## config.mk

```make
export PLATFORM = sky130hd
export DESIGN_NAME = atpg_gen
export DESIGN_NICKNAME = d
export VERILOG_FILES = /design/src/atpg_pkg.sv /design/src/atpg_gen.sv
export SDC_FILE = /design/constraint.sdc
export NUM_CORES = 1
export LEC_CHECK = 0
export BUFFER_PORTS_ARGS = -buffer_cell sky130_fd_sc_hd__buf_2
export CORE_ASPECT_RATIO = 1.25
export CORE_MARGIN = 1.5
export CORE_UTILIZATION = 30
export DETAILED_ROUTE_END_ITERATION = 8
export GPL_ROUTABILITY_DRIVEN = 0
export HOLD_SLACK_MARGIN = 0.06
export PLACE_DENSITY = 0.55
export SLEW_MARGIN = 15
export SYNTH_ARGS = -nofsm -noshare
export SYNTH_HDL_FRONTEND = slang
export SYNTH_SLANG_ARGS = --single-unit
```

## constraint.sdc

```tcl
create_clock -name clk_in -period 17.8 [get_ports clk_in]
set_clock_uncertainty 0.05 [all_clocks]
set_input_delay 1.78 -clock clk_in [delete_from_list [all_inputs] [get_ports clk_in]]
set_output_delay 1.78 -clock clk_in [all_outputs]
set_load 0.05 [all_outputs]
```

## src/atpg_pkg.sv

```systemverilog
// Package for the converter output test-pattern generator.
// Assumes one encode clock and byte registers written at their printed offsets.
package atpg_pkg;

  // Sample and code widths.
  localparam int SAMPLE_W = 14;
  localparam int CODE_W = 4;

  // Register offsets.
  localparam logic [11:0] ADDR_DDC0_EN = 12'h327;
  localparam logic [11:0] ADDR_DDC1_EN = 12'h347;
  localparam logic [11:0] ADDR_DDC2_EN = 12'h367;
  localparam logic [11:0] ADDR_DDC3_EN = 12'h387;
  localparam logic [11:0] ADDR_MODE = 12'h550;
  localparam logic [11:0] ADDR_USER_FIRST = 12'h551;
  localparam logic [11:0] ADDR_USER_LAST = 12'h558;

  // Field positions and reset values.
  localparam int CODE_LSB = 0;
  localparam int BIT_RST_LONG = 4;
  localparam int BIT_RST_SHORT = 5;
  localparam int BIT_SINGLE = 7;
  localparam int BIT_DDC_I = 0;
  localparam int BIT_DDC_Q = 2;
  localparam int CHAN_A = 0;
  localparam int CHAN_B = 1;
  localparam logic [7:0] REG_RESET = 8'h00;

  // Pattern words and seeds.
  localparam logic [13:0] WORD_ZERO = 14'h0000;
  localparam logic [13:0] WORD_POS = 14'h1FFF;
  localparam logic [13:0] WORD_NEG = 14'h2000;
  localparam logic [13:0] WORD_CHK0 = 14'h1555;
  localparam logic [13:0] WORD_CHK1 = 14'h2AAA;
  localparam logic [13:0] WORD_ONES = 14'h3FFF;
  localparam logic [13:0] RAMP_STEP = 14'h0001;
  localparam logic [22:0] SEED_LONG = 23'h003AFF;
  localparam logic [8:0] SEED_SHORT = 9'h092;
  localparam int LONG_TAP_HI = 22;
  localparam int LONG_TAP_LO = 17;
  localparam int SHORT_TAP_HI = 8;
  localparam int SHORT_TAP_LO = 4;
  localparam int PN_OUT_BIT = 0;

  // Test-mode codes.
  typedef enum logic [3:0] {
    MODE_OFF = 4'b0000,
    MODE_MID = 4'b0001,
    MODE_POS = 4'b0010,
    MODE_NEG = 4'b0011,
    MODE_CHECKER = 4'b0100,
    MODE_PN_LONG = 4'b0101,
    MODE_PN_SHORT = 4'b0110,
    MODE_TOGGLE = 4'b0111,
    MODE_USER = 4'b1000,
    MODE_RAMP = 4'b1111
  } atpg_mode_e;

  // User-pattern walk.
  typedef enum logic [2:0] {
    USR_P0 = 3'b000,
    USR_P1 = 3'b001,
    USR_P2 = 3'b010,
    USR_P3 = 3'b011,
    USR_DONE = 3'b100
  } atpg_user_e;

  // Sample pair for channels A and B.
  typedef struct packed {
    logic [13:0] b;
    logic [13:0] a;
  } atpg_pair_s;

  // One down-converter output.
  typedef struct packed {
    logic [13:0] q;
    logic [13:0] i;
  } atpg_iq_s;

  // Generator state of one channel.
  typedef struct packed {
    logic [22:0] pn_long;
    logic [8:0] pn_short;
    logic phase;
    logic [13:0] ramp;
    atpg_user_e user;
    logic [3:0] code_last;
  } atpg_gen_s;

  // Whole state of the block.
  typedef struct packed {
    logic [1:0][7:0] mode;
    logic [7:0][7:0] user_pat;
    logic [3:0][7:0] ddc_en;
    atpg_gen_s [1:0] gen;
    logic [1:0][13:0] word;
    logic [1:0] active;
    logic [1:0] bypass;
    logic [3:0][27:0] ddc;
    logic [7:0] rdata;
  } atpg_state_s;

endpackage : atpg_pkg

```

## src/atpg_gen.sv

```systemverilog
// Output test-pattern generator standing in for converter samples.
// Assumes clk_in is the encode clock and register strobes are synchronous to it.
`timescale 1ns/1ns

// What this block does
// RL1 - Four-bit code selects pattern; zero means off.
// RL2 - Active pattern replaces the converter samples.
// RL3 - Some patterns skip output formatting.
// RL4 - Two reset bits reseed the PN generators.
// RL5 - Generators step only on encode clock.
// RL6 - Software enables test per active down-converter.
// RL7 - I carries channel A, Q channel B.
// RL8 - Codes 1-3 give fixed 14-bit words.
// RL9 - Code 4 alternates checkerboard words, 0x1555 first.
// RL10 - Code 5 gives long PN sequence.
// RL11 - Code 6 gives short PN sequence.
// RL12 - Code 7 toggles zeros and ones, zeros first.
// RL13 - Code 8 repeats four user patterns.
// RL14 - Single mode plays patterns once, then zeros.
// RL15 - Code 15 ramps by one, wrapping.
// RL16 - Unassigned codes behave like code zero.
// RL17 - One 14-bit sample per clock.
module atpg_gen (
  // Clock and reset.
  input logic clk_in,
  input logic sys_rst_in,
  // Register access at printed offsets.
  input logic reg_wr_in,
  input logic [11:0] reg_addr_in,
  input logic [7:0] reg_wdata_in,
  input logic [1:0] reg_chan_sel_in,
  output logic [7:0] reg_rdata_out,
  // Converter samples and down-converter path.
  input atpg_pkg::atpg_pair_s adc_sample_in,
  input logic ddc_mode_in,
  input atpg_pkg::atpg_iq_s [3:0] ddc_in,
  // Samples toward output formatting.
  output atpg_pkg::atpg_pair_s sample_out,
  output logic [1:0] test_active_out,
  output logic [1:0] fmt_bypass_out,
  output atpg_pkg::atpg_iq_s [3:0] ddc_out
);
  import atpg_pkg::*;

  atpg_state_s s_reg;
  atpg_state_s s_next;
  atpg_gen_s g;
  logic [3:0] code;
  logic [13:0] word;
  logic [13:0] adc_word;
  logic [11:0] user_off;
  logic [7:0] rd_val;
  logic [13:0] ddc_i;
  logic [13:0] ddc_q;

  // Steps the long PN register one sample; returns {new bits, state}.
  // The register shifts toward its low end and the bit that leaves it is
  // the next output bit, first bit out in the word's MSB, so the low bits
  // of the seed come out bit-reversed as the first sample.
  function automatic logic [36:0] pn_long_step(input logic [22:0] st);
    logic [22:0] s;
    logic [13:0] w;
    logic fb;
    s = st;
    w = WORD_ZERO;
    for (int k = 0; k < SAMPLE_W; k++)
    begin
      // Feedback joins the leaving bit with the tap at the polynomial spacing.
      fb = s[PN_OUT_BIT] ^ s[LONG_TAP_HI - LONG_TAP_LO];
      w = {w[SAMPLE_W-2:0], s[PN_OUT_BIT]};
      s = {fb, s[LONG_TAP_HI:PN_OUT_BIT+1]};
    end
    return {w, s};
  endfunction : pn_long_step

  // Steps the short PN register one sample; returns {new bits, state}.
  // It is built like the long one: low bit out first, feedback in at the top.
  // Fourteen shifts per sample keep the word aligned with the register.
  function automatic logic [22:0] pn_short_step(input logic [8:0] st);
    logic [8:0] s;
    logic [13:0] w;
    logic fb;
    s = st;
    w = WORD_ZERO;
    for (int k = 0; k < SAMPLE_W; k++)
    begin
      // Feedback joins the leaving bit with the tap at the polynomial spacing.
      fb = s[PN_OUT_BIT] ^ s[SHORT_TAP_HI - SHORT_TAP_LO];
      w = {w[SAMPLE_W-2:0], s[PN_OUT_BIT]};
      s = {fb, s[SHORT_TAP_HI:PN_OUT_BIT+1]};
    end
    return {w, s};
  endfunction : pn_short_step

  // Picks user pattern k from its two bytes and keeps bits 15:2.
  function automatic logic [13:0] user_word(input logic [7:0][7:0] b,
                                            input logic [1:0] k);
    logic [15:0] w;
    w = {b[{k, 1'b1}], b[{k, 1'b0}]};
    return w[15:2];
  endfunction : user_word

  // Tells whether an offset falls among the user-pattern bytes.
  // Read and write decode share it so they can never disagree.
  function automatic logic user_hit(input logic [11:0] a);
    return (a >= ADDR_USER_FIRST) && (a <= ADDR_USER_LAST);
  endfunction : user_hit

  // Tells whether a code selects a pattern at all.
  function automatic logic code_active(input logic [3:0] c);
    case (c)
      MODE_MID, MODE_POS, MODE_NEG, MODE_CHECKER, MODE_PN_LONG,
      MODE_PN_SHORT, MODE_TOGGLE, MODE_USER, MODE_RAMP: return 1'b1;
      default: return 1'b0; // RL16
    endcase
  endfunction : code_active

  // Tells whether a pattern skips output formatting.
  function automatic logic code_bypass(input logic [3:0] c);
    case (c)
      MODE_PN_LONG, MODE_PN_SHORT, MODE_TOGGLE, MODE_USER, MODE_RAMP:
        return 1'b1; // RL3
      default: return 1'b0;
    endcase
  endfunction : code_bypass

  // Register read value, channel A wins when both channels are selected.
  // Unmapped offsets read as zero so software sees no stale byte.
  // The value is registered, so it appears one cycle after the address.
  always_comb
  begin
    rd_val = REG_RESET;
    user_off = reg_addr_in - ADDR_USER_FIRST;
    case (reg_addr_in)
      ADDR_DDC0_EN: rd_val = s_reg.ddc_en[0];
      ADDR_DDC1_EN: rd_val = s_reg.ddc_en[1];
      ADDR_DDC2_EN: rd_val = s_reg.ddc_en[2];
      ADDR_DDC3_EN: rd_val = s_reg.ddc_en[3];
      ADDR_MODE: rd_val = reg_chan_sel_in[CHAN_A] ? s_reg.mode[CHAN_A]
                                                  : s_reg.mode[CHAN_B];
      default:
      begin
        if (user_hit(reg_addr_in))
        begin
          rd_val = s_reg.user_pat[user_off[2:0]];
        end
      end
    endcase
  end

  // Next state: register writes, pattern generators and output selection.
  always_comb
  begin
    s_next = s_reg;
    g = s_reg.gen[CHAN_A];
    code = MODE_OFF;
    word = WORD_ZERO;
    adc_word = WORD_ZERO;
    ddc_i = WORD_ZERO;
    ddc_q = WORD_ZERO;
    s_next.rdata = rd_val;

    // Software writes; the mode register is kept per channel.
    // Both copies take the byte when both channel bits are set.
    // Writes to unmapped offsets fall through and change nothing.
    if (reg_wr_in)
    begin
      case (reg_addr_in)
        ADDR_DDC0_EN: s_next.ddc_en[0] = reg_wdata_in; // RL6
        ADDR_DDC1_EN: s_next.ddc_en[1] = reg_wdata_in; // RL6
        ADDR_DDC2_EN: s_next.ddc_en[2] = reg_wdata_in; // RL6
        ADDR_DDC3_EN: s_next.ddc_en[3] = reg_wdata_in; // RL6
        ADDR_MODE:
        begin
          if (reg_chan_sel_in[CHAN_A])
          begin
            s_next.mode[CHAN_A] = reg_wdata_in; // RL1
          end
          if (reg_chan_sel_in[CHAN_B])
          begin
            s_next.mode[CHAN_B] = reg_wdata_in; // RL1
          end
        end
        default:
        begin
          if (user_hit(reg_addr_in))
          begin
            s_next.user_pat[user_off[2:0]] = reg_wdata_in; // RL13
          end
        end
      endcase
    end

    // One sample per clock for each channel.
    for (int c = 0; c < 2; c++)
    begin
      g = s_reg.gen[c];
      code = s_reg.mode[c][CODE_LSB +: CODE_W]; // RL1
      adc_word = (c == CHAN_A) ? adc_sample_in.a : adc_sample_in.b;
      // A new code restarts its sequence from the start.
      // Without this a pattern would resume wherever an earlier run of it
      // stopped, and capture logic could not predict the first sample.
      if (code != g.code_last)
      begin
        g.code_last = code;
        g.phase = 1'b0;
        g.ramp = WORD_ZERO;
        g.user = USR_P0;
        g.pn_long = SEED_LONG;
        g.pn_short = SEED_SHORT;
      end
      case (code)
        MODE_MID: word = WORD_ZERO; // RL8
        MODE_POS: word = WORD_POS; // RL8
        MODE_NEG: word = WORD_NEG; // RL8
        MODE_CHECKER:
        begin
          word = g.phase ? WORD_CHK1 : WORD_CHK0; // RL9
          g.phase = ~g.phase;
        end
        MODE_PN_LONG: {word, g.pn_long} = pn_long_step(g.pn_long); // RL10
        MODE_PN_SHORT: {word, g.pn_short} = pn_short_step(g.pn_short); // RL11
        MODE_TOGGLE:
        begin
          word = g.phase ? WORD_ONES : WORD_ZERO; // RL12
          g.phase = ~g.phase;
        end
        MODE_USER:
        begin
          case (g.user)
            USR_P0, USR_P1, USR_P2:
            begin
              word = user_word(s_reg.user_pat, g.user[1:0]); // RL13
              g.user = atpg_user_e'(g.user + 3'b001);
            end
            USR_P3:
            begin
              word = user_word(s_reg.user_pat, g.user[1:0]);
              // Single mode parks after the fourth pattern.
              g.user = s_reg.mode[c][BIT_SINGLE] ? USR_DONE : USR_P0; // RL14
            end
            USR_DONE: word = WORD_ZERO; // RL14
            default: g.user = USR_P0;
          endcase
        end
        MODE_RAMP:
        begin
          word = g.ramp; // RL15
          g.ramp = g.ramp + RAMP_STEP;
        end
        default: word = adc_word; // RL16
      endcase
      // Reset bits hold the PN registers at their seeds.
      // They act as levels: while one is set every sample repeats the
      // first word, and clearing it lets the sequence run from the seed.
      if (s_reg.mode[c][BIT_RST_LONG] || s_reg.mode[c][BIT_RST_SHORT])
      begin
        g.pn_long = SEED_LONG; // RL4
        g.pn_short = SEED_SHORT; // RL4
      end
      s_next.gen[c] = g;
      s_next.word[c] = word; // RL2 RL17
      s_next.active[c] = code_active(code); // RL2
      s_next.bypass[c] = code_active(code) && code_bypass(code); // RL3
    end

    // Down-converter outputs take channel A on I and channel B on Q.
    // A converter is overridden only when its own enable bit is set and the
    // channel really runs a pattern, so an idle channel never blanks it.
    for (int d = 0; d < 4; d++)
    begin
      ddc_i = ddc_in[d].i;
      ddc_q = ddc_in[d].q;
      if (ddc_mode_in && s_reg.ddc_en[d][BIT_DDC_I] && s_next.active[CHAN_A])
      begin
        ddc_i = s_next.word[CHAN_A]; // RL7
      end
      if (ddc_mode_in && s_reg.ddc_en[d][BIT_DDC_Q] && s_next.active[CHAN_B])
      begin
        ddc_q = s_next.word[CHAN_B]; // RL7
      end
      s_next.ddc[d] = {ddc_q, ddc_i};
    end
  end

  // State register; all test output is off after reset.
  // The PN registers leave reset at their seeds, never at all zeros,
  // because an all-zero register would lock the sequence at zero.
  always_ff @(posedge clk_in or posedge sys_rst_in)
  begin
    if (sys_rst_in)
    begin
      s_reg <= '0; // RL1
      s_reg.gen[CHAN_A].pn_long <= SEED_LONG;
      s_reg.gen[CHAN_B].pn_long <= SEED_LONG;
      s_reg.gen[CHAN_A].pn_short <= SEED_SHORT;
      s_reg.gen[CHAN_B].pn_short <= SEED_SHORT;
    end
    else
    begin
      s_reg <= s_next; // RL5
    end
  end

  // Outputs come straight from the state register.
  assign reg_rdata_out = s_reg.rdata;
  assign sample_out.a = s_reg.word[CHAN_A];
  assign sample_out.b = s_reg.word[CHAN_B];
  assign test_active_out = s_reg.active;
  assign fmt_bypass_out = s_reg.bypass;
  assign ddc_out = s_reg.ddc;

endmodule : atpg_gen

```

==> flow_summary.ini <==
[outcome]
status = complete, no violations

[routing]
firstDrtPassIters = 5
wirelength_mm = 66.8
num_vias = 15400
vias_per_cell = 5.34
ant_nets = 0
wl_per_cell_microns = 23.2
drtIter0Drc = 1288
drc = 0

[synth]
synth_nets = 2079
ys_ff_latch = 372
synthArstFlopShare_pct = 100
synthCells = 1895
synth_edf_count = 0
seq_area_frac_synth_pct = 46.7
yosys_warnings = 0
synth_top_flop_cell = dfrtp_1
yosys.cell_types.count = 88
syn_area_sq_mm = 0.0200
syn-mean-instance-area_sq_um = 10.6

[floorplanning]
die_area_sq_mm = 0.0683
core_sq_mm = 0.0658
initial_core_util_pct = 30.4
rows = 105
die-width_microns = 234
num_io_pins = 318
die_y_microns = 292

[global_route]
grt_pass1_wl_mm = 99.2
track_usage_pct = 19.1
grt_pass1_vias = 15575
grt_max_degree = 167
grt_overflow = 0
antenna_found_initial = 4

[sta]
worstMarginPinSlew_ns = 1.15
fin_hold_ws_ns = 0.457
maxSlewViolCount = 0
relSlewSlack_pct = 22.3
fin_crit_sh_pct = 25.3
finalSetupViolCount = 0
fin_tns_setup_ns = 0
post-route-min-period_ns = 4.51
hold_viol_final = 0
rsz0062_at_grt = false
fmax_mhz = 222

[worst_hold_path]
holdPathEnd = s_reg[269]
min-delay-start = s_reg[269]
holdPathStages = 1
hold_class = reg2reg

[layout]
syn2layout_area_growth_pct = 12.7
design_area_sq_mm = 0.0226
final_util_pct = 34.3
fill_cells = 6578
multi_input_area_sq_mm = 0.00892
regArea_sq_mm = 0.00935
drive_above_1_share_pct = 33.6
layout.nets = 2183
largest_reg_flops = 216

[clocking]
path_clk_slew_ns = 0.06
cts_tree = done
cts_sinks = 372
cts_made_buffers = 37
root_buffer = clkbuf_16
cts-resized-gates = 0
htreeDepth = 2
cts_setup_buffers = 0
clock_path_buffers = 3
cts_hold_buffers = 0
clk_latency_ns = 0.55

[power]
powerDensity_mw_per_mm2 = 91.3
internal-power_mw = 1.49
p_clk_share_pct = 40.6
p_leak_nw = 10.1
power_frac_seq_pct = 46.7
finalPower_mw = 2.06
combPwrFrac_pct = 12.7
switching_power_mw = 0.571
swShare_pct = 27.7
vdd_ir_drop_max_mv = 0.0534

[place]
dpl-instance-area_sq_mm = 0.0213
port_buffers = 317
detailed_place_hpwl_mm = 49.6

[worst_setup_path]
worstPathRequired_ns = 18.16
cpMostUsedCell = inv_2
rrSetupSlack_ns = 13.69
rr_worst_depth = 8
worstPathArrival_ns = 4.87
worstSetupStartpointType = input pin
timing.rr.start = s_reg[357]
endpoint_kind = register
slowest_delay_ns = 0.74
crit_type = in2reg
crit_fanout = 17
critPathSlowestCell = nor4_2
rr_endpoint = ddc_out[107]
path_cells = buf_2, inv_2, ha_1, inv_2, or2_2, nor4_2, mux2_2

[run]
drv_cap = 0
-- cells in the final DEF, fill, tap and decap left out, types with 10 or more instances in the layout --
master | Yosys | final
a211oi_1 | 14 | 14
a21oi_1 | 89 | 89
a221oi_1 | 30 | 30
a22oi_1 | 15 | 15
a311oi_1 | 10 | 10
buf_2 | 14 | 317
buf_4 | 152 | 23
clkbuf_16 | 0 | 38
dfrtp_1 | 342 | 342
dfstp_2 | 30 | 30
ha_1 | 18 | 18
inv_1 | 33 | 32
mux2_2 | 193 | 193
mux2i_1 | 37 | 37
mux4_2 | 16 | 16
nand2_1 | 146 | 146
nand2b_1 | 11 | 11
nand3_1 | 31 | 31
nand4_1 | 19 | 19
nor2_1 | 107 | 107
nor3_1 | 20 | 19
o211ai_1 | 10 | 10
o21a_1 | 11 | 11
o21ai_0 | 106 | 106
o21ai_1 | 34 | 34
o22ai_1 | 18 | 18
o2bb2ai_1 | 11 | 11
o31ai_1 | 16 | 16
xnor2_1 | 57 | 57
xor2_1 | 32 | 32
-- cells in the mapped netlist (all sizes together) (36+ instances only) --
cell    count  share of area, %
mux2      202                11
a21oi      90               2.3
dfrtp     342                43
clkbuf     94               1.8
nor2      107               2.0
xnor2      57               2.5
nand2     146               2.7
mux2i      37               1.8
buf       182               6.4
o21ai     140               3.5
inv        36              0.67
-- critical path, delay by kind of cell --
family / cells / cell delay, ns
and+or+nand+nor: 2 / 1.10
buffers and inverters: 3 / 0.87
adders and majority gates: 1 / 0.68
muxes: 1 / 0.43
-- power by group through the flow --
| stage | sequential (mW) | combinational (mW) | clock (mW) |
|---|---|---|---|
| 2_1_floorplan | 0.956 | 0.217 | 0 |
| 3_5_place_dp | 0.978 | 0.261 | 0 |
| 5_1_grt | 0.968 | 0.283 | 0.889 |
| 3_3_place_gp | 0.976 | 0.258 | 0 |
| 4_1_cts | 0.962 | 0.262 | 0.854 |
| 6_report | 0.963 | 0.261 | 0.836 |
-- cell type report --
cell class	instances	area share [%]
Multi-Input combinational cell	1210	39.5
Inverter	37	0.649
Sequential cell	372	41.4
Clock buffer	51	4.74
Antenna cell	1	0.0111
Clock inverter	17	0.998
Timing Repair Buffer	341	7.89
Tap cell	856	4.75
-- metrics by stage --
step / cells / setup slack, ns
after floorplan: 1895 / 5.69
after global placement: 2816 / 12.91
after detailed placement: 2816 / 12.77
final: 2885 / 13.29
after global routing: 2885 / 13.09
after CTS: 2884 / 13.33
-- how the worst max path moves through the flow --
| stage | to | startpoint | cells past startpoint | slack [ns] |
|---|---|---|---|---|
| 2_1_floorplan | code[0] | sys_rst_in | 1 | 5.69 |
| 3_3_place_gp | s_reg[303] | reg_addr_in[0] | 10 | 12.91 |
| 3_5_place_dp | s_reg[303] | reg_addr_in[0] | 7 | 12.77 |
| 4_1_cts | s_reg[305] | reg_addr_in[0] | 7 | 13.33 |
| 5_1_grt | s_reg[305] | reg_addr_in[0] | 10 | 13.09 |
| 6_report | s_reg[305] | reg_addr_in[0] | 7 | 13.29 |
-- logic make-up after synthesis --
family	synth area share, %
xor+xnor	3.89
buf+inv	8.88
simple gates	10.3
fa+ha+maj	1.17
mux	15.0
compound gates	14.1
flops	46.7
-- routing by layer --
metal	global-route usage, %	wire length, microns	vias to the layer above
met5	0	24	-
met4	10.4	4020	4
met3	2.65	3890	184
met2	33.4	33500	689
met1	22.3	25400	7674
li1	-	-	6849
No activity file was read; power rests on OpenSTA's default activity.
